--- src/common/core_sfr_pkg.sv ---
// constants and carrier types for the core register bank
// Notes on behaviour
// - stack_top_pointer is an 8-bit read/write register at direct address 0x81.
// - a push increments stack_top_pointer first, then writes the byte there.
// - stack_top_pointer loads 0x07 on every reset.
// - pointer_low_byte is read/write and holds the data pointer's low byte.
// - the 16-bit data pointer addresses indirect data memory accesses.
// - address 0x83 selects pointer_high_byte, address 0x82 selects pointer_low_byte.
// - every reserved bit resets to zero.
// - only direct accesses in 0x80..0xff reach these registers, indirect ones go to memory.
// - registers at addresses ending in 0 or 8 also allow single-bit access.
package core_sfr_pkg;
  localparam logic [7:0] ADDR_STACK_TOP = 8'h81;
  localparam logic [7:0] ADDR_PTR_LOW = 8'h82;
  localparam logic [7:0] ADDR_PTR_HIGH = 8'h83;
  localparam logic [7:0] ADDR_STATUS_WORD = 8'hd0;
  localparam logic [7:0] ADDR_ACCUMULATOR = 8'he0;
  localparam logic [7:0] ADDR_AUX_OPERAND = 8'hf0;
  localparam logic [7:0] SFR_BASE = 8'h80;
  localparam logic [7:0] RST_STACK_TOP = 8'h07;
  localparam logic [7:0] RST_PTR_LOW = 8'h07;
  localparam logic [7:0] RST_PTR_HIGH = 8'h00;
  localparam logic [7:0] RST_STATUS_WORD = 8'h00;
  localparam logic [7:0] RST_ACCUMULATOR = 8'h00;
  localparam logic [7:0] RST_AUX_OPERAND = 8'h00;
  localparam logic [7:0] STACK_STEP = 8'h01;
  localparam logic [2:0] BIT_ADDR_LOW_MASK = 3'h7;
  localparam logic [7:0] UNMAPPED_READ = 8'h00;
  localparam int NUM_REGS = 6;

  typedef logic [2:0] reg_idx_t;

  // one access from the core: byte or bit, direct or indirect
  typedef struct packed {
    logic rd;
    logic wr;
    logic direct;
    logic bit_mode;
    logic [7:0] addr;
    logic [2:0] bit_pos;
    logic [7:0] wdata;
  } sfr_req_s;

  // one stack operation from the core
  typedef struct packed {
    logic push;
    logic pop;
    logic [7:0] data;
  } stack_op_s;
endpackage

--- src/hw/core_sfr_pointer_bank.sv ---
// core register bank: stack pointer, data pointer and core registers
`timescale 1ns/10ps
module core_sfr_pointer_bank (
  input wire logic clock_i,
  input wire logic sys_rst_i,
  input wire logic clk_en_i,
  input wire core_sfr_pkg::sfr_req_s req_i,
  input wire core_sfr_pkg::stack_op_s stack_i,
  output logic [7:0] rdata_o,
  output logic rvalid_o,
  output logic hit_o,
  output logic mem_we_o,
  output logic [7:0] mem_addr_o,
  output logic [7:0] mem_wdata_o,
  output logic [15:0] data_ptr_o,
  output logic [7:0] stack_top_o
);
  logic [7:0] regs_r [core_sfr_pkg::NUM_REGS];
  logic [7:0] regs_nxt [core_sfr_pkg::NUM_REGS];
  logic [7:0] rdata_r, rdata_nxt;
  logic rvalid_r, rvalid_nxt;
  logic mem_we_r, mem_we_nxt;
  logic [7:0] mem_addr_r, mem_addr_nxt;
  logic [7:0] mem_wdata_r, mem_wdata_nxt;
  logic dec_hit, dec_bit_ok;
  core_sfr_pkg::reg_idx_t dec_idx;
  logic [7:0] cur, bit_merged, pushed_top;

  localparam core_sfr_pkg::reg_idx_t IDX_STACK = 3'h0;
  localparam core_sfr_pkg::reg_idx_t IDX_LOW = 3'h1;
  localparam core_sfr_pkg::reg_idx_t IDX_HIGH = 3'h2;

  sfr_addr_decode u_decode (
    .req_i(req_i),
    .hit_o(dec_hit),
    .bit_ok_o(dec_bit_ok),
    .idx_o(dec_idx)
  );

  // next register values; a push and a software write to the pointer in the
  // same cycle is not expected, the push wins since it comes from the core
  always_comb begin
    for (int i = 0; i < core_sfr_pkg::NUM_REGS; i++) begin
      regs_nxt[i] = regs_r[i];
    end
    cur = regs_r[dec_idx];
    bit_merged = cur;
    bit_merged[req_i.bit_pos] = req_i.wdata[0];
    rdata_nxt = rdata_r;
    rvalid_nxt = 1'b0;
    if (req_i.wr && dec_hit) begin
      // bit writes only land on bit-capable registers, others ignore them
      if (!req_i.bit_mode) begin
        regs_nxt[dec_idx] = req_i.wdata;
      end else if (dec_bit_ok) begin
        regs_nxt[dec_idx] = bit_merged;
      end
    end
    if (req_i.rd) begin
      rvalid_nxt = 1'b1;
      // unmapped or indirect reads return zero rather than stale data
      if (!dec_hit) begin
        rdata_nxt = core_sfr_pkg::UNMAPPED_READ;
      end else if (req_i.bit_mode) begin
        rdata_nxt = dec_bit_ok ? {7'h00, cur[req_i.bit_pos]} : core_sfr_pkg::UNMAPPED_READ;
      end else begin
        rdata_nxt = cur;
      end
    end
    pushed_top = regs_r[IDX_STACK] + core_sfr_pkg::STACK_STEP;
    if (stack_i.push) begin
      regs_nxt[IDX_STACK] = pushed_top;
    end else if (stack_i.pop) begin
      regs_nxt[IDX_STACK] = regs_r[IDX_STACK] - core_sfr_pkg::STACK_STEP;
    end
  end

  // memory write port for pushes: byte goes to the incremented location
  always_comb begin
    mem_we_nxt = stack_i.push;
    mem_addr_nxt = stack_i.push ? pushed_top : mem_addr_r;
    mem_wdata_nxt = stack_i.push ? stack_i.data : mem_wdata_r;
  end

  // register stage; reserved and unused bits all clear on reset
  always_ff @(posedge clock_i) begin
    if (sys_rst_i) begin
      regs_r[IDX_STACK] <= core_sfr_pkg::RST_STACK_TOP;
      regs_r[IDX_LOW] <= core_sfr_pkg::RST_PTR_LOW;
      regs_r[IDX_HIGH] <= core_sfr_pkg::RST_PTR_HIGH;
      regs_r[3] <= core_sfr_pkg::RST_STATUS_WORD;
      regs_r[4] <= core_sfr_pkg::RST_ACCUMULATOR;
      regs_r[5] <= core_sfr_pkg::RST_AUX_OPERAND;
      rdata_r <= 8'h00;
      rvalid_r <= 1'b0;
      mem_we_r <= 1'b0;
      mem_addr_r <= 8'h00;
      mem_wdata_r <= 8'h00;
    end else if (clk_en_i) begin
      for (int i = 0; i < core_sfr_pkg::NUM_REGS; i++) begin
        regs_r[i] <= regs_nxt[i];
      end
      rdata_r <= rdata_nxt;
      rvalid_r <= rvalid_nxt;
      mem_we_r <= mem_we_nxt;
      mem_addr_r <= mem_addr_nxt;
      mem_wdata_r <= mem_wdata_nxt;
    end
  end

  assign rdata_o = rdata_r;
  assign rvalid_o = rvalid_r;
  assign hit_o = dec_hit;
  assign mem_we_o = mem_we_r;
  assign mem_addr_o = mem_addr_r;
  assign mem_wdata_o = mem_wdata_r;
  assign stack_top_o = regs_r[IDX_STACK];
  // indirect data memory address, high byte on top
  assign data_ptr_o = {regs_r[IDX_HIGH], regs_r[IDX_LOW]};
endmodule

--- src/hw/sfr_addr_decode.sv ---
// address decoder for the core register bank
`timescale 1ns/10ps
module sfr_addr_decode (
  input wire core_sfr_pkg::sfr_req_s req_i,
  output logic hit_o,
  output logic bit_ok_o,
  output core_sfr_pkg::reg_idx_t idx_o
);
  logic in_space;

  // only direct accesses in the upper half reach the bank
  always_comb begin
    in_space = req_i.direct && (req_i.addr >= core_sfr_pkg::SFR_BASE);
    hit_o = 1'b0;
    idx_o = '0;
    unique case (req_i.addr)
      core_sfr_pkg::ADDR_STACK_TOP: begin
        hit_o = in_space;
        idx_o = 3'h0;
      end
      core_sfr_pkg::ADDR_PTR_LOW: begin
        hit_o = in_space;
        idx_o = 3'h1;
      end
      core_sfr_pkg::ADDR_PTR_HIGH: begin
        hit_o = in_space;
        idx_o = 3'h2;
      end
      core_sfr_pkg::ADDR_STATUS_WORD: begin
        hit_o = in_space;
        idx_o = 3'h3;
      end
      core_sfr_pkg::ADDR_ACCUMULATOR: begin
        hit_o = in_space;
        idx_o = 3'h4;
      end
      core_sfr_pkg::ADDR_AUX_OPERAND: begin
        hit_o = in_space;
        idx_o = 3'h5;
      end
      default: begin
        hit_o = 1'b0;
        idx_o = '0;
      end
    endcase
    // low nibble 0 or 8 means the register takes single-bit access
    bit_ok_o = ((req_i.addr[2:0] & core_sfr_pkg::BIT_ADDR_LOW_MASK) == 3'h0);
  end
endmodule

--- config.mk ---
export PLATFORM = sky130hd
export DESIGN_NAME = core_sfr_pointer_bank
export DESIGN_NICKNAME = d
export VERILOG_FILES = /design/src/common/core_sfr_pkg.sv /design/src/hw/core_sfr_pointer_bank.sv /design/src/hw/sfr_addr_decode.sv
export SDC_FILE = /design/constraint.sdc
export NUM_CORES = 1
export LEC_CHECK = 0
export BUFFER_PORTS_ARGS = -buffer_cell sky130_fd_sc_hd__buf_2
export CAP_MARGIN = 40
export CORE_MARGIN = 3
export CORE_UTILIZATION = 35
export DETAILED_ROUTE_END_ITERATION = 10
export PLACE_DENSITY = 0.6
export SLEW_MARGIN = 20
export SYNTH_ARGS = -nofsm -noshare
export SYNTH_HDL_FRONTEND = slang
export SYNTH_HIERARCHICAL = 1
export SYNTH_SLANG_ARGS = --single-unit
--- constraint.sdc ---
create_clock -name clock_i -period 5.6 [get_ports clock_i]
set_clock_uncertainty 0.15 [all_clocks]
set_input_delay 0.28 -clock clock_i [delete_from_list [all_inputs] [get_ports clock_i]]
set_output_delay 0.28 -clock clock_i [all_outputs]
set_load 0.05 [all_outputs]
# After elaboration in Yosys (flattened, before gate mapping)
# Memories as Yosys holds them, arrays and structs flattened.
# Cells that the tools add are included.
# op_classes
n_addsub	2
mul	0
div_mod_pow	0
order_cmp	5
eq_ne	6
n_shift	0
muxes	31
bitwise	7
n_reduce_logical	8
# ops
op	n
48-bit two-way mux	3
48-bit bitwise mux	2
8-bit two-way mux	11
8-bit == test, second input constant	6
8-bit demux with 3-bit select	1
3-bit case mux with 5 select lines	1
1-bit two-way mux	10
8-bit by 1-bit adder with 8-bit output, second input constant	1
8-bit bitwise mux	1
8-bit greater-or-equal comparator, second input constant	1
8-bit by 1-bit subtractor with 8-bit output, second input constant	1
1-bit bitwise OR	6
6-bit OR reduction	1
4-bit greater-or-equal comparator, second input constant	1
1-bit logical AND	4
3-bit by 4-bit < comparator with 1-bit output, second input constant	1
4-bit by 1-bit < comparator with 1-bit output, second input constant	1
3-bit inverter with 4-bit output	1
2-bit AND reduction	2
1-bit binary-select mux with 3-bit select	1
1-bit demux with 3-bit select	1
3-bit by 1-bit greater-or-equal comparator with 1-bit output, second input constant	1
3-bit zero test	1
# word_totals
ff_bits	26
latchBits	0
ramBits	48
romBits	0
inputBits	36
output_inout_bits	51
elab_cells	65
mem_count	1
# mem_list
memory	words	width	rd	rd_ports_with_merged_regs	write_ports	line	text
regs_r	6	8	7	0	6	core_sfr_pointer_bank.sv:18	logic [7:0] regs_r [core_sfr_pkg::NUM_REGS];

# Logic depth before layout (Yosys ltp)
# Gate-level depths: netlist of run 1.
# depth
word_depth	14
mapped_depth	12
depth_no_buf	9

# By module
# The synthesis of run 1 kept the hierarchy.
# modules_own_cells
module	instances	cells_each	area_per_inst_um2
core_sfr_pointer_bank	1	424	4202.8
sfr_addr_decode	1	17	108.9

# Least setup slack after synthesis of run 1
# No wires, ideal clock.
# synth_timing
path_kind	input to register
startpoint	input req_i[16] (netlist name)
endpoint	memory regs_r[0][0] (enable)
setup_ns	0.336
arrival_time_ns	5.202
slack_ns	-0.088
cell_stages	5
cell_sequence	or4_1 > a21oi_1 > nand3_1 > o21ai_0 > nand2b_1
# synth_rtl
element	line	text
from (decl)	core_sfr_pointer_bank.sv:7	input wire core_sfr_pkg::sfr_req_s req_i,
to (decl)	core_sfr_pointer_bank.sv:18	

==> impl_metrics.yaml, run 1 <==
clock_network:
  cts_tree: "built"
  cts_made_buffers: 9
  clk-insertion-delay-late_ns: 0.34
  clock-root-buffer: "clkbuf_16"
  cts.path.max_buffers: 2
  post-cts-setup-buffer-count: 0
  cts_htree_levels: 3
  clk_pin_slew_ns: 0.06
  holdBufCountCts: 0
  cts_resized: 0
  clock_sinks: 74
power_and_ir_drop:
  leakagePower_nw: 1.99
  power_density_nw_per_um2: 282
  max-vdd-ir-drop_v: 0.000165
timing:
  rsz0062_at_grt: "false"
  fin_tns_setup_ns: 0
  finalCritPeriodShare_pct: 56.3
  finalSetupViolations: 0
  fin_crit_ns: 3.15
  worstMarginPinSlew_ns: 0.803
  relSlewSlack_pct: 46.5
  final-hold-violation-count: 0
  final_max_slew_viol_count: 0
  fmax_ghz: 0.317
cells_and_area:
  nets: 550
  syn2layout_area_growth_pct: 19.7
  final_layout_size_suffix_gt1_share_pct: 28.6
  antenna_cells: 0
  layout_common_cells: "86 x buf_2, 53 x a21oi_1, 48 x edfxtp_1, 38 x o21ai_0, 33 x nor2_1"
  mostFrequentLayoutCell: "buf_2"
  fin_util_pct: 44.1
synthesis:
  syn_nets: 479
  ys_types: 57
  ys.flop_type: "edfxtp_1"
  syn_area_per_cell_um2: 9.78
  synth_warnings: 6
  yosysSeqAreaShare_pct: 45.5
  synthArstFlopShare_pct: 0
  synth_edf_count: 48
  syn_area_um2: 4310
  syn_inst: 441
  ys_seq_elements: 74
routing:
  wl_per_cell_um: 19.7
  via_per_inst: 5.84
  drtPass1Iterations: 5
  wirelength_mm: 13.0
  num_vias: 3852
  drtIter0Drc: 324
  route.detailed.drc: 0
  ant_nets: 0
worst_setup_path:
  endpoint_kind: "flip-flop"
  required_ns: 5.53
  startpoint_type: "input port"
  arrival_ns: 3.08
  critPathMaxFanout: 25
  worstSetupPathType: "in -> reg"
die:
  rows: 39
  die_h_um: 117
  die_w_um: 117
  ios: 87
  core_area_um2: 11700
  fp.dieArea_um2: 13700
  start_util_pct: 36.8
global_routing:
  overflow: 0
  grt.total_usage_pct: 19.0
  grt_max_degree: 42
  first_global_vias: 3625
  grt_pass1_wl_mm: 19.9
  grt_antenna_before_repair: 0
status:
  status: "completed"
flow_run:
  maxCapViolCount: 0
placed_design:
  place_congestion: 0.843
  numPortBuffers: 86
  hpwl_mm: 9.12
worst_hold_path:
  hold_path_class: "in -> reg"
-- power breakdown --
part / switching, mW / total (mW) / leakage, nW / internal (mW)
clock: 0.253 / 0.584 / 0.149 / 0.331
sequential: 0.0255 / 0.635 / 0.693 / 0.609
combinational: 0.164 / 0.237 / 1.15 / 0.0726
total: 0.443 / 1.46 / 1.99 / 1.01
-- cells by family (layout without fill, tap and decap cells) --
logic type	after synthesis	in the layout	synth area share, %
AOI/OAI and AO/OA	153	153	22.3
xor gates and xnor gates	12	12	2.44
adders and majority gates	2	2	0.580
buffers and inverters	44	120	4.38
DFF	74	74	45.5
muxes	31	31	10.0
and+or+nand+nor	125	125	14.7
-- cell type report --
cell class | instances | area, um^2
Tap cell | 143 | 179
Inverter | 8 | 30.0
Timing Repair Buffer | 96 | 503
Sequential cell | 74 | 1960
Multi-Input combinational cell | 323 | 2190
Clock buffer | 10 | 250
Clock inverter | 6 | 43.8
Fill cell | 1134 | 6550
-- metrics by stage --
| stage | power, mW | cells | worst slack, ns | cell area (um^2) | hold WS [ns] |
|---|---|---|---|---|---|
| global placement | 0.879 | 640 | 2.16 | 4840 | 0.289 |
| global route | 1.50 | 660 | 2.39 | 5160 | 0.0262 |
| finish | 1.46 | 660 | 2.45 | 5160 | 0.0243 |
| CTS | 1.46 | 659 | 2.48 | 5150 | 0.0240 |
| floorplan | 0.803 | 441 | 0.996 | 4310 | 0.266 |
| detailed placement | 0.882 | 643 | 2.13 | 4860 | 0.296 |
-- critical path: stages --
cell and delay (ns):
buf_2 0.13, and4bb_2 0.29, a31oi_1 0.05, nor3_2 0.12, buf_4 0.35, mux2_2 0.42, mux4_2 0.53, mux2_2 0.31
mux2i_4 0.32, a211o_1 0.19, a21oi_1 0.07
-- metal layers --
metal,part of all wire [%],wire length (um),track usage [%],vias to the layer above
met5,0,0,0,-
met4,2.2,286,6.35,0
met3,6.6,860,4.78,21
met2,45,5820,28.8,171
met1,46,6030,26.6,1850
li1,-,-,-,1810
-- synthesized netlist by cell type (6+ instances only) --
cell type,n,share of area (%)
clkbuf_1,28,2.4
inv_1,8,0.70
nor2_1,33,2.9
nand2b_1,10,1.5
a22oi_1,10,1.7
nand2_1,27,2.4
a211oi_1,10,1.7
a211o_1,7,1.4
mux2i_1,8,1.9
mux2_2,12,3.1
nor3_1,14,1.6
a21oi_1,53,6.2
dfxtp_1,26,12
nor2b_1,6,0.87
edfxtp_1,48,33
xor2_1,9,1.8
nand3_1,9,1.0
o21ai_0,39,4.5
-- path summary, 6_finish.rpt --
path	depth (start not counted)	start	slack, ns	endpoint
hold reg to reg	2	mem_wdata_o[2]$_SDFFE_PP0P_	0.30	mem_wdata_o[2]$_SDFFE_PP0P_
hold / removal	3	stack_i[7]	0.02	mem_wdata_o[7]$_SDFFE_PP0P_
setup / recovery	11	req_i[17]	2.45	regs_r[0][1]$_SDFFCE_PN1P_
setup reg to reg	6	regs_r[0][1]$_SDFFCE_PN1P_	2.89	regs_r[0][1]$_SDFFCE_PN1P_
-- registers in the layout, summed over array words and instances, names as in the netlist --
| register | cells |
|---|---|
| regs_r | 48 |
| mem_addr_o | 8 |
| mem_wdata_o | 8 |
| rdata_o | 8 |
| mem_we_o | 1 |
| rvalid_o | 1 |
No activity file was read; power rests on OpenSTA's default activity.
==> inputs of run 2 (changes only) <==
--- a/config.mk
+++ b/config.mk
@@ -10,7 +10,7 @@
 export CORE_MARGIN = 3
 export CORE_UTILIZATION = 35
 export DETAILED_ROUTE_END_ITERATION = 10
-export PLACE_DENSITY = 0.6
+export PLACE_DENSITY = 0.62
 export SLEW_MARGIN = 20
 export SYNTH_ARGS = -nofsm -noshare
 export SYNTH_HDL_FRONTEND = slang
==> constraint.sdc (replaced) <==
create_clock -name clock_i -period 2.5 [get_ports clock_i]
set_clock_uncertainty 0.15 [all_clocks]
set_input_delay 0.125 -clock clock_i [delete_from_list [all_inputs] [get_ports clock_i]]
set_output_delay 0.125 -clock clock_i [all_outputs]
set_load 0.05 [all_outputs]
==> impl_metrics.yaml, run 2 (synthesis results as in run 1) <==
status:
  status: "finished with violations"
  violations: "negative setup slack"
worst_setup_path:
  worstSetupPathType: "in -> reg"
  arrival_ns: 2.49
  r2r_slack_ns: 0.14
  critPathMaxFanout: 7
  startpoint_type: "input port"
  required_ns: 2.40
  endpoint_kind: "flip-flop"
cells_and_area:
  fillers: 1055
  nets: 627
  final_layout_size_suffix_gt1_share_pct: 41.6
  largest_reg_flops: 48
  multiInputGateArea_um2: 2430
  max_flop_register: "regs_r"
  layout_common_cells: "82 x buf_2, 66 x buf_4, 48 x edfxtp_1, 37 x o21ai_0, 34 x a21oi_1"
  stdcell_count: 738
  regArea_um2: 1960
  syn2layout_area_growth_pct: 42.4
  mostFrequentLayoutCell: "buf_2"
clock_network:
  cts_made_buffers: 9
  clock_sinks: 74
  clk_pin_slew_ns: 0.06
  cts_htree_levels: 3
  cts.path.max_buffers: 2
  clock-root-buffer: "clkbuf_16"
  cts_tree: "built"
  clk-insertion-delay-late_ns: 0.34
routing:
  drtPass1Iterations: 4
  wl_per_cell_um: 19.0
  num_vias: 4164
  route.detailed.drc: 0
  wirelength_mm: 14.0
  drtIter0Drc: 321
  ant_nets: 0
  via_per_inst: 5.64
power_and_ir_drop:
  max-vdd-ir-drop_v: 0.000389
  leakagePower_nw: 2.46
  power_density_nw_per_um2: 551
placed_design:
  place_worst_setup_slack_ns: -0.405
  hpwl_mm: 10.0
  place_congestion: 0.936
  dp.cells: 704
  numPortBuffers: 86
timing:
  relSlewSlack_pct: 57.4
  finalCritPeriodShare_pct: 104
  fmax_ghz: 0.386
  fin_ws_ns: -0.0895
  final-hold-violation-count: 0
  finalSetupViolations: 26
  final_max_slew_viol_count: 0
  worstMarginPinSlew_ns: 0.637
  fin_crit_ns: 2.59
  rsz0062_at_grt: "true"
global_routing:
  grt.busiest_layer: "met2"
  grt_pass1_wl_mm: 21.2
  met3_usage_pct: 4.42
  grt.total_usage_pct: 20.2
  overflow: 0
  grt_antenna_before_repair: 0
  grt_max_degree: 41
  met1_usage_pct: 29.3
  use_met2_pct: 30.5
  first_global_vias: 3911
worst_hold_path:
  hold_path_class: "in -> reg"
die:
  rows: 39
  die_w_um: 117
  core_area_um2: 11700
  die_h_um: 117
  ios: 87
  fp.dieArea_um2: 13700
  start_util_pct: 36.8
flow_run:
  maxCapViolCount: 0
run 2: changes by cell type in the layout (fill, tap and decap cells not counted), sizes merged:
| cell | before | now |
|---|---|---|
| inv | 12 | 9 |
| bufinv | 0 | 1 |
| dlygate4sd3 | 0 | 8 |
| diode | 0 | 1 |
| buf | 95 | 165 |
| clkbuf | 11 | 12 |
run 2: power breakdown:
group / switching [mW] / total, mW / internal (mW)
logic: 0.423 / 0.688 / 0.265
clock network: 0.489 / 1.29 / 0.801
registers: 0.0422 / 1.41 / 1.36
total: 0.955 / 3.38 / 2.43
run 2: per-stage QoR:
stage	cell area, um^2	hold slack, ns	util [%]	total power [mW]	TNS, ns
6_report	6140	0.0486	52.4	3.38	-0.958
5_1_grt	6140	0.0680	52.4	3.52	-2.64
4_1_cts	5910	0.0390	50.5	3.37	-0.147
3_5_place_dp	5430	0.224	46.3	2.05	-14.76
3_3_place_gp	5430	0.216	46.3	2.04	-13.45
2_1_floorplan	4390	0.111	-	1.81	-3.44
run 2: layout make-up:
type | count | area share, %
Multi-Input combinational cell | 323 | 39.6
Antenna cell | 1 | 0.0408
Inverter | 8 | 0.489
Clock inverter | 4 | 0.815
Clock buffer | 12 | 4.01
Sequential cell | 74 | 32.0
Tap cell | 143 | 2.91
Timing Repair Buffer | 173 | 20.2
run 2: routing by layer:
layer | vias to the layer above | share of wire (%)
met1 | 2039 | 46
met3 | 19 | 5.9
met5 | - | 0
met4 | 0 | 1.6
met2 | 137 | 47
li1 | 1969 | -
run 2: what timing repair did:
action                                  in CTS  in global routing
hold buffers                                 8                  0
gates cloned                                 1                  0
hold endpoints to repair                     8                  0
resized for setup                           12                 40
setup buffers                                4                  4
pin swaps                                    5                  5
endpoints found under the setup margin      18                 48
run 2: worst max-delay path: stages:
cell	delay (ns)
buf_6	0.09
and4bb_2	0.30
a31oi_2	0.05
nor3_2	0.11
buf_4	0.18
buf_12	0.14
mux2_4	0.30
mux4_2	0.48
mux2_4	0.30
mux2i_4	0.16
a211o_1	0.18
a221oi_2	0.07
run 2: worst paths after layout:
kind	depth (start not counted)	endpoint	startpoint
max reg2reg	6	regs_r[0][3]$_SDFFCE_PN0P_	regs_r[1][3]$_SDFFCE_PN0P_
min	3	rvalid_o$_SDFFE_PP0P_	clk_en_i
min reg2reg	2	mem_wdata_o[7]$_SDFFE_PP0P_	mem_wdata_o[7]$_SDFFE_PP0P_
max	12	regs_r[0][3]$_SDFFCE_PN0P_	req_i[17]
==> inputs of run 3 (changes only) <==
--- a/config.mk
+++ b/config.mk
@@ -8,9 +8,9 @@
 export BUFFER_PORTS_ARGS = -buffer_cell sky130_fd_sc_hd__buf_2
 export CAP_MARGIN = 40
 export CORE_MARGIN = 3
-export CORE_UTILIZATION = 35
+export CORE_UTILIZATION = 55
 export DETAILED_ROUTE_END_ITERATION = 10
-export PLACE_DENSITY = 0.62
+export PLACE_DENSITY = 0.85
 export SLEW_MARGIN = 20
 export SYNTH_ARGS = -nofsm -noshare
 export SYNTH_HDL_FRONTEND = slang
==> constraint.sdc (replaced) <==
create_clock -name clock_i -period 2.6 [get_ports clock_i]
set_clock_uncertainty 0.15 [all_clocks]
set_input_delay 0.13 -clock clock_i [delete_from_list [all_inputs] [get_ports clock_i]]
set_output_delay 0.13 -clock clock_i [all_outputs]
set_load 0.05 [all_outputs]
==> impl_metrics.yaml, run 3 (synthesis results as in run 1) <==
routing:
  ant_nets: 0
  num_vias: 4377
  drtPass1Iterations: 6
  route.detailed.drc: 0
  via_per_inst: 6.47
  drtIter0Drc: 710
  wl_per_cell_um: 21.0
  wirelength_mm: 14.2
worst_setup_path:
  required_ns: 2.55
  worstSetupPathType: "in -> reg"
  startpoint: "req_i[17]"
  critPathMaxFanout: 8
  r2r_slack_ns: 0.18
  arrival_ns: 2.57
  startpoint_type: "input port"
  r2r-start: "regs_r[3][3]$_SDFFCE_PN0P_"
  endpoint_kind: "flip-flop"
placed_design:
  numPortBuffers: 86
  place_congestion: 0.934
  dp.cells: 646
  hpwl_mm: 9.30
  place_worst_setup_slack_ns: -0.405
  place_area_um2: 5240
die:
  start_util_pct: 57.9
  core_area_um2: 7450
  ios: 87
  rows: 31
  fp.dieArea_um2: 8940
  die_w_um: 94.5
  die_h_um: 94.5
timing:
  finalCritPeriodShare_pct: 101
  final_max_slew_viol_count: 0
  hold_slack_ns: 0.0168
  fin_crit_ns: 2.62
  fmax_ghz: 0.381
  finalSetupViolations: 2
  rsz0062_at_grt: "true"
  fin_ws_ns: -0.0241
  relSlewSlack_pct: 51.2
  worstMarginPinSlew_ns: 0.731
  final-hold-violation-count: 0
cells_and_area:
  layout_common_cells: "83 x buf_2, 57 x buf_4, 48 x edfxtp_1, 47 x a21oi_1, 38 x o21ai_0"
  fillers: 477
  largest_reg_flops: 48
  stdcell_count: 677
  nets: 611
  final_layout_size_suffix_gt1_share_pct: 37.2
  finalInstanceArea_um2: 5740
  max_flop_register: "regs_r"
  syn2layout_area_growth_pct: 33.1
  antenna_cells: 0
  mostFrequentLayoutCell: "buf_2"
status:
  status: "finished with violations"
  violations: "negative setup slack"
clock_network:
  cts_tree: "built"
  cts_made_buffers: 9
  cts_htree_levels: 3
  clk_pin_slew_ns: 0.08
  clk-insertion-delay-late_ns: 0.37
  clock_sinks: 74
  clock-root-buffer: "clkbuf_8"
  cts.path.max_buffers: 2
global_routing:
  first_global_vias: 3989
  overflow: 0
  grt_antenna_before_repair: 0
  grt_max_degree: 41
  grt.total_usage_pct: 31.6
  grt_pass1_wl_mm: 21.3
power_and_ir_drop:
  leakagePower_nw: 2.32
  power_mw: 3.04
  max-vdd-ir-drop_v: 0.000346
  power_density_nw_per_um2: 530
worst_hold_path:
  holdCritStartpoint: "clk_en_i"
  hold_path_class: "in -> reg"
flow_run:
  maxCapViolCount: 0
## run 3: cell type report
type                    count  area (um^2)  share of cell area (%)
flip-flops and latches     74         1960                    34.2
clock buffers              11          174                    3.03
well taps                  99          124                    2.16
repair buffers            157         1070                    18.7
clock inverters             5         62.6                    1.09
multi-input cells         323         2310                    40.3
inverters                   8         30.0                   0.523
## run 3: routing by layer
| layer | vias to the layer above | part of all wire, % | GRT usage, % |
|---|---|---|---|
| met4 | 0 | 4.1 | 12.0 |
| li1 | 1929 | - | - |
| met3 | 69 | 11 | 6.93 |
| met2 | 322 | 47 | 50.5 |
| met5 | - | 0 | 0 |
| met1 | 2057 | 38 | 42.0 |
## run 3: timing repair
item / CTS / global route
gates resized for setup: 6 / 20
setup endpoints to repair: 6 / 37
endpoints found under the hold margin: 8 / 0
buffers inserted: 6 / 2
pin swaps: 6 / 13
cloned: 0 / 0
hold buffers: 8 / 0
## run 3: path summary, 6_finish.rpt
kind         cells after the start                           to
max                             12   regs_r[0][2]$_SDFFCE_PN1P_
min                              3        rvalid_o$_SDFFE_PP0P_
max reg2reg                      6   regs_r[0][3]$_SDFFCE_PN0P_
min reg2reg                      2  mem_wdata_o[3]$_SDFFE_PP0P_
## run 3: where the power goes
| part | internal, mW | leakage [nW] | switching, mW |
|---|---|---|---|
| clock | 0.569 | 0.121 | 0.483 |
| sequential | 1.31 | 0.693 | 0.0428 |
| combinational | 0.233 | 1.50 | 0.403 |
## run 3: stage by stage
step                      setup TNS (ns)  utilization (%)
after floorplan                    -1.48                -
after global placement             -9.87             70.4
after detailed placement          -11.47             70.4
after CTS                        -0.0865             75.7
after global routing               -1.01             77.0
final                            -0.0251             77.0
## run 3: worst max-delay path, stage by stage
cell and delay, ns:
buf_6 0.09, and4bb_2 0.31, a31oi_4 0.05, nor3_4 0.17, clkbuf_16 0.20, buf_12 0.12
mux2_4 0.30, mux4_2 0.49, o211a_1 0.25, a21oi_4 0.22, a211o_1 0.17, a32oi_2 0.06
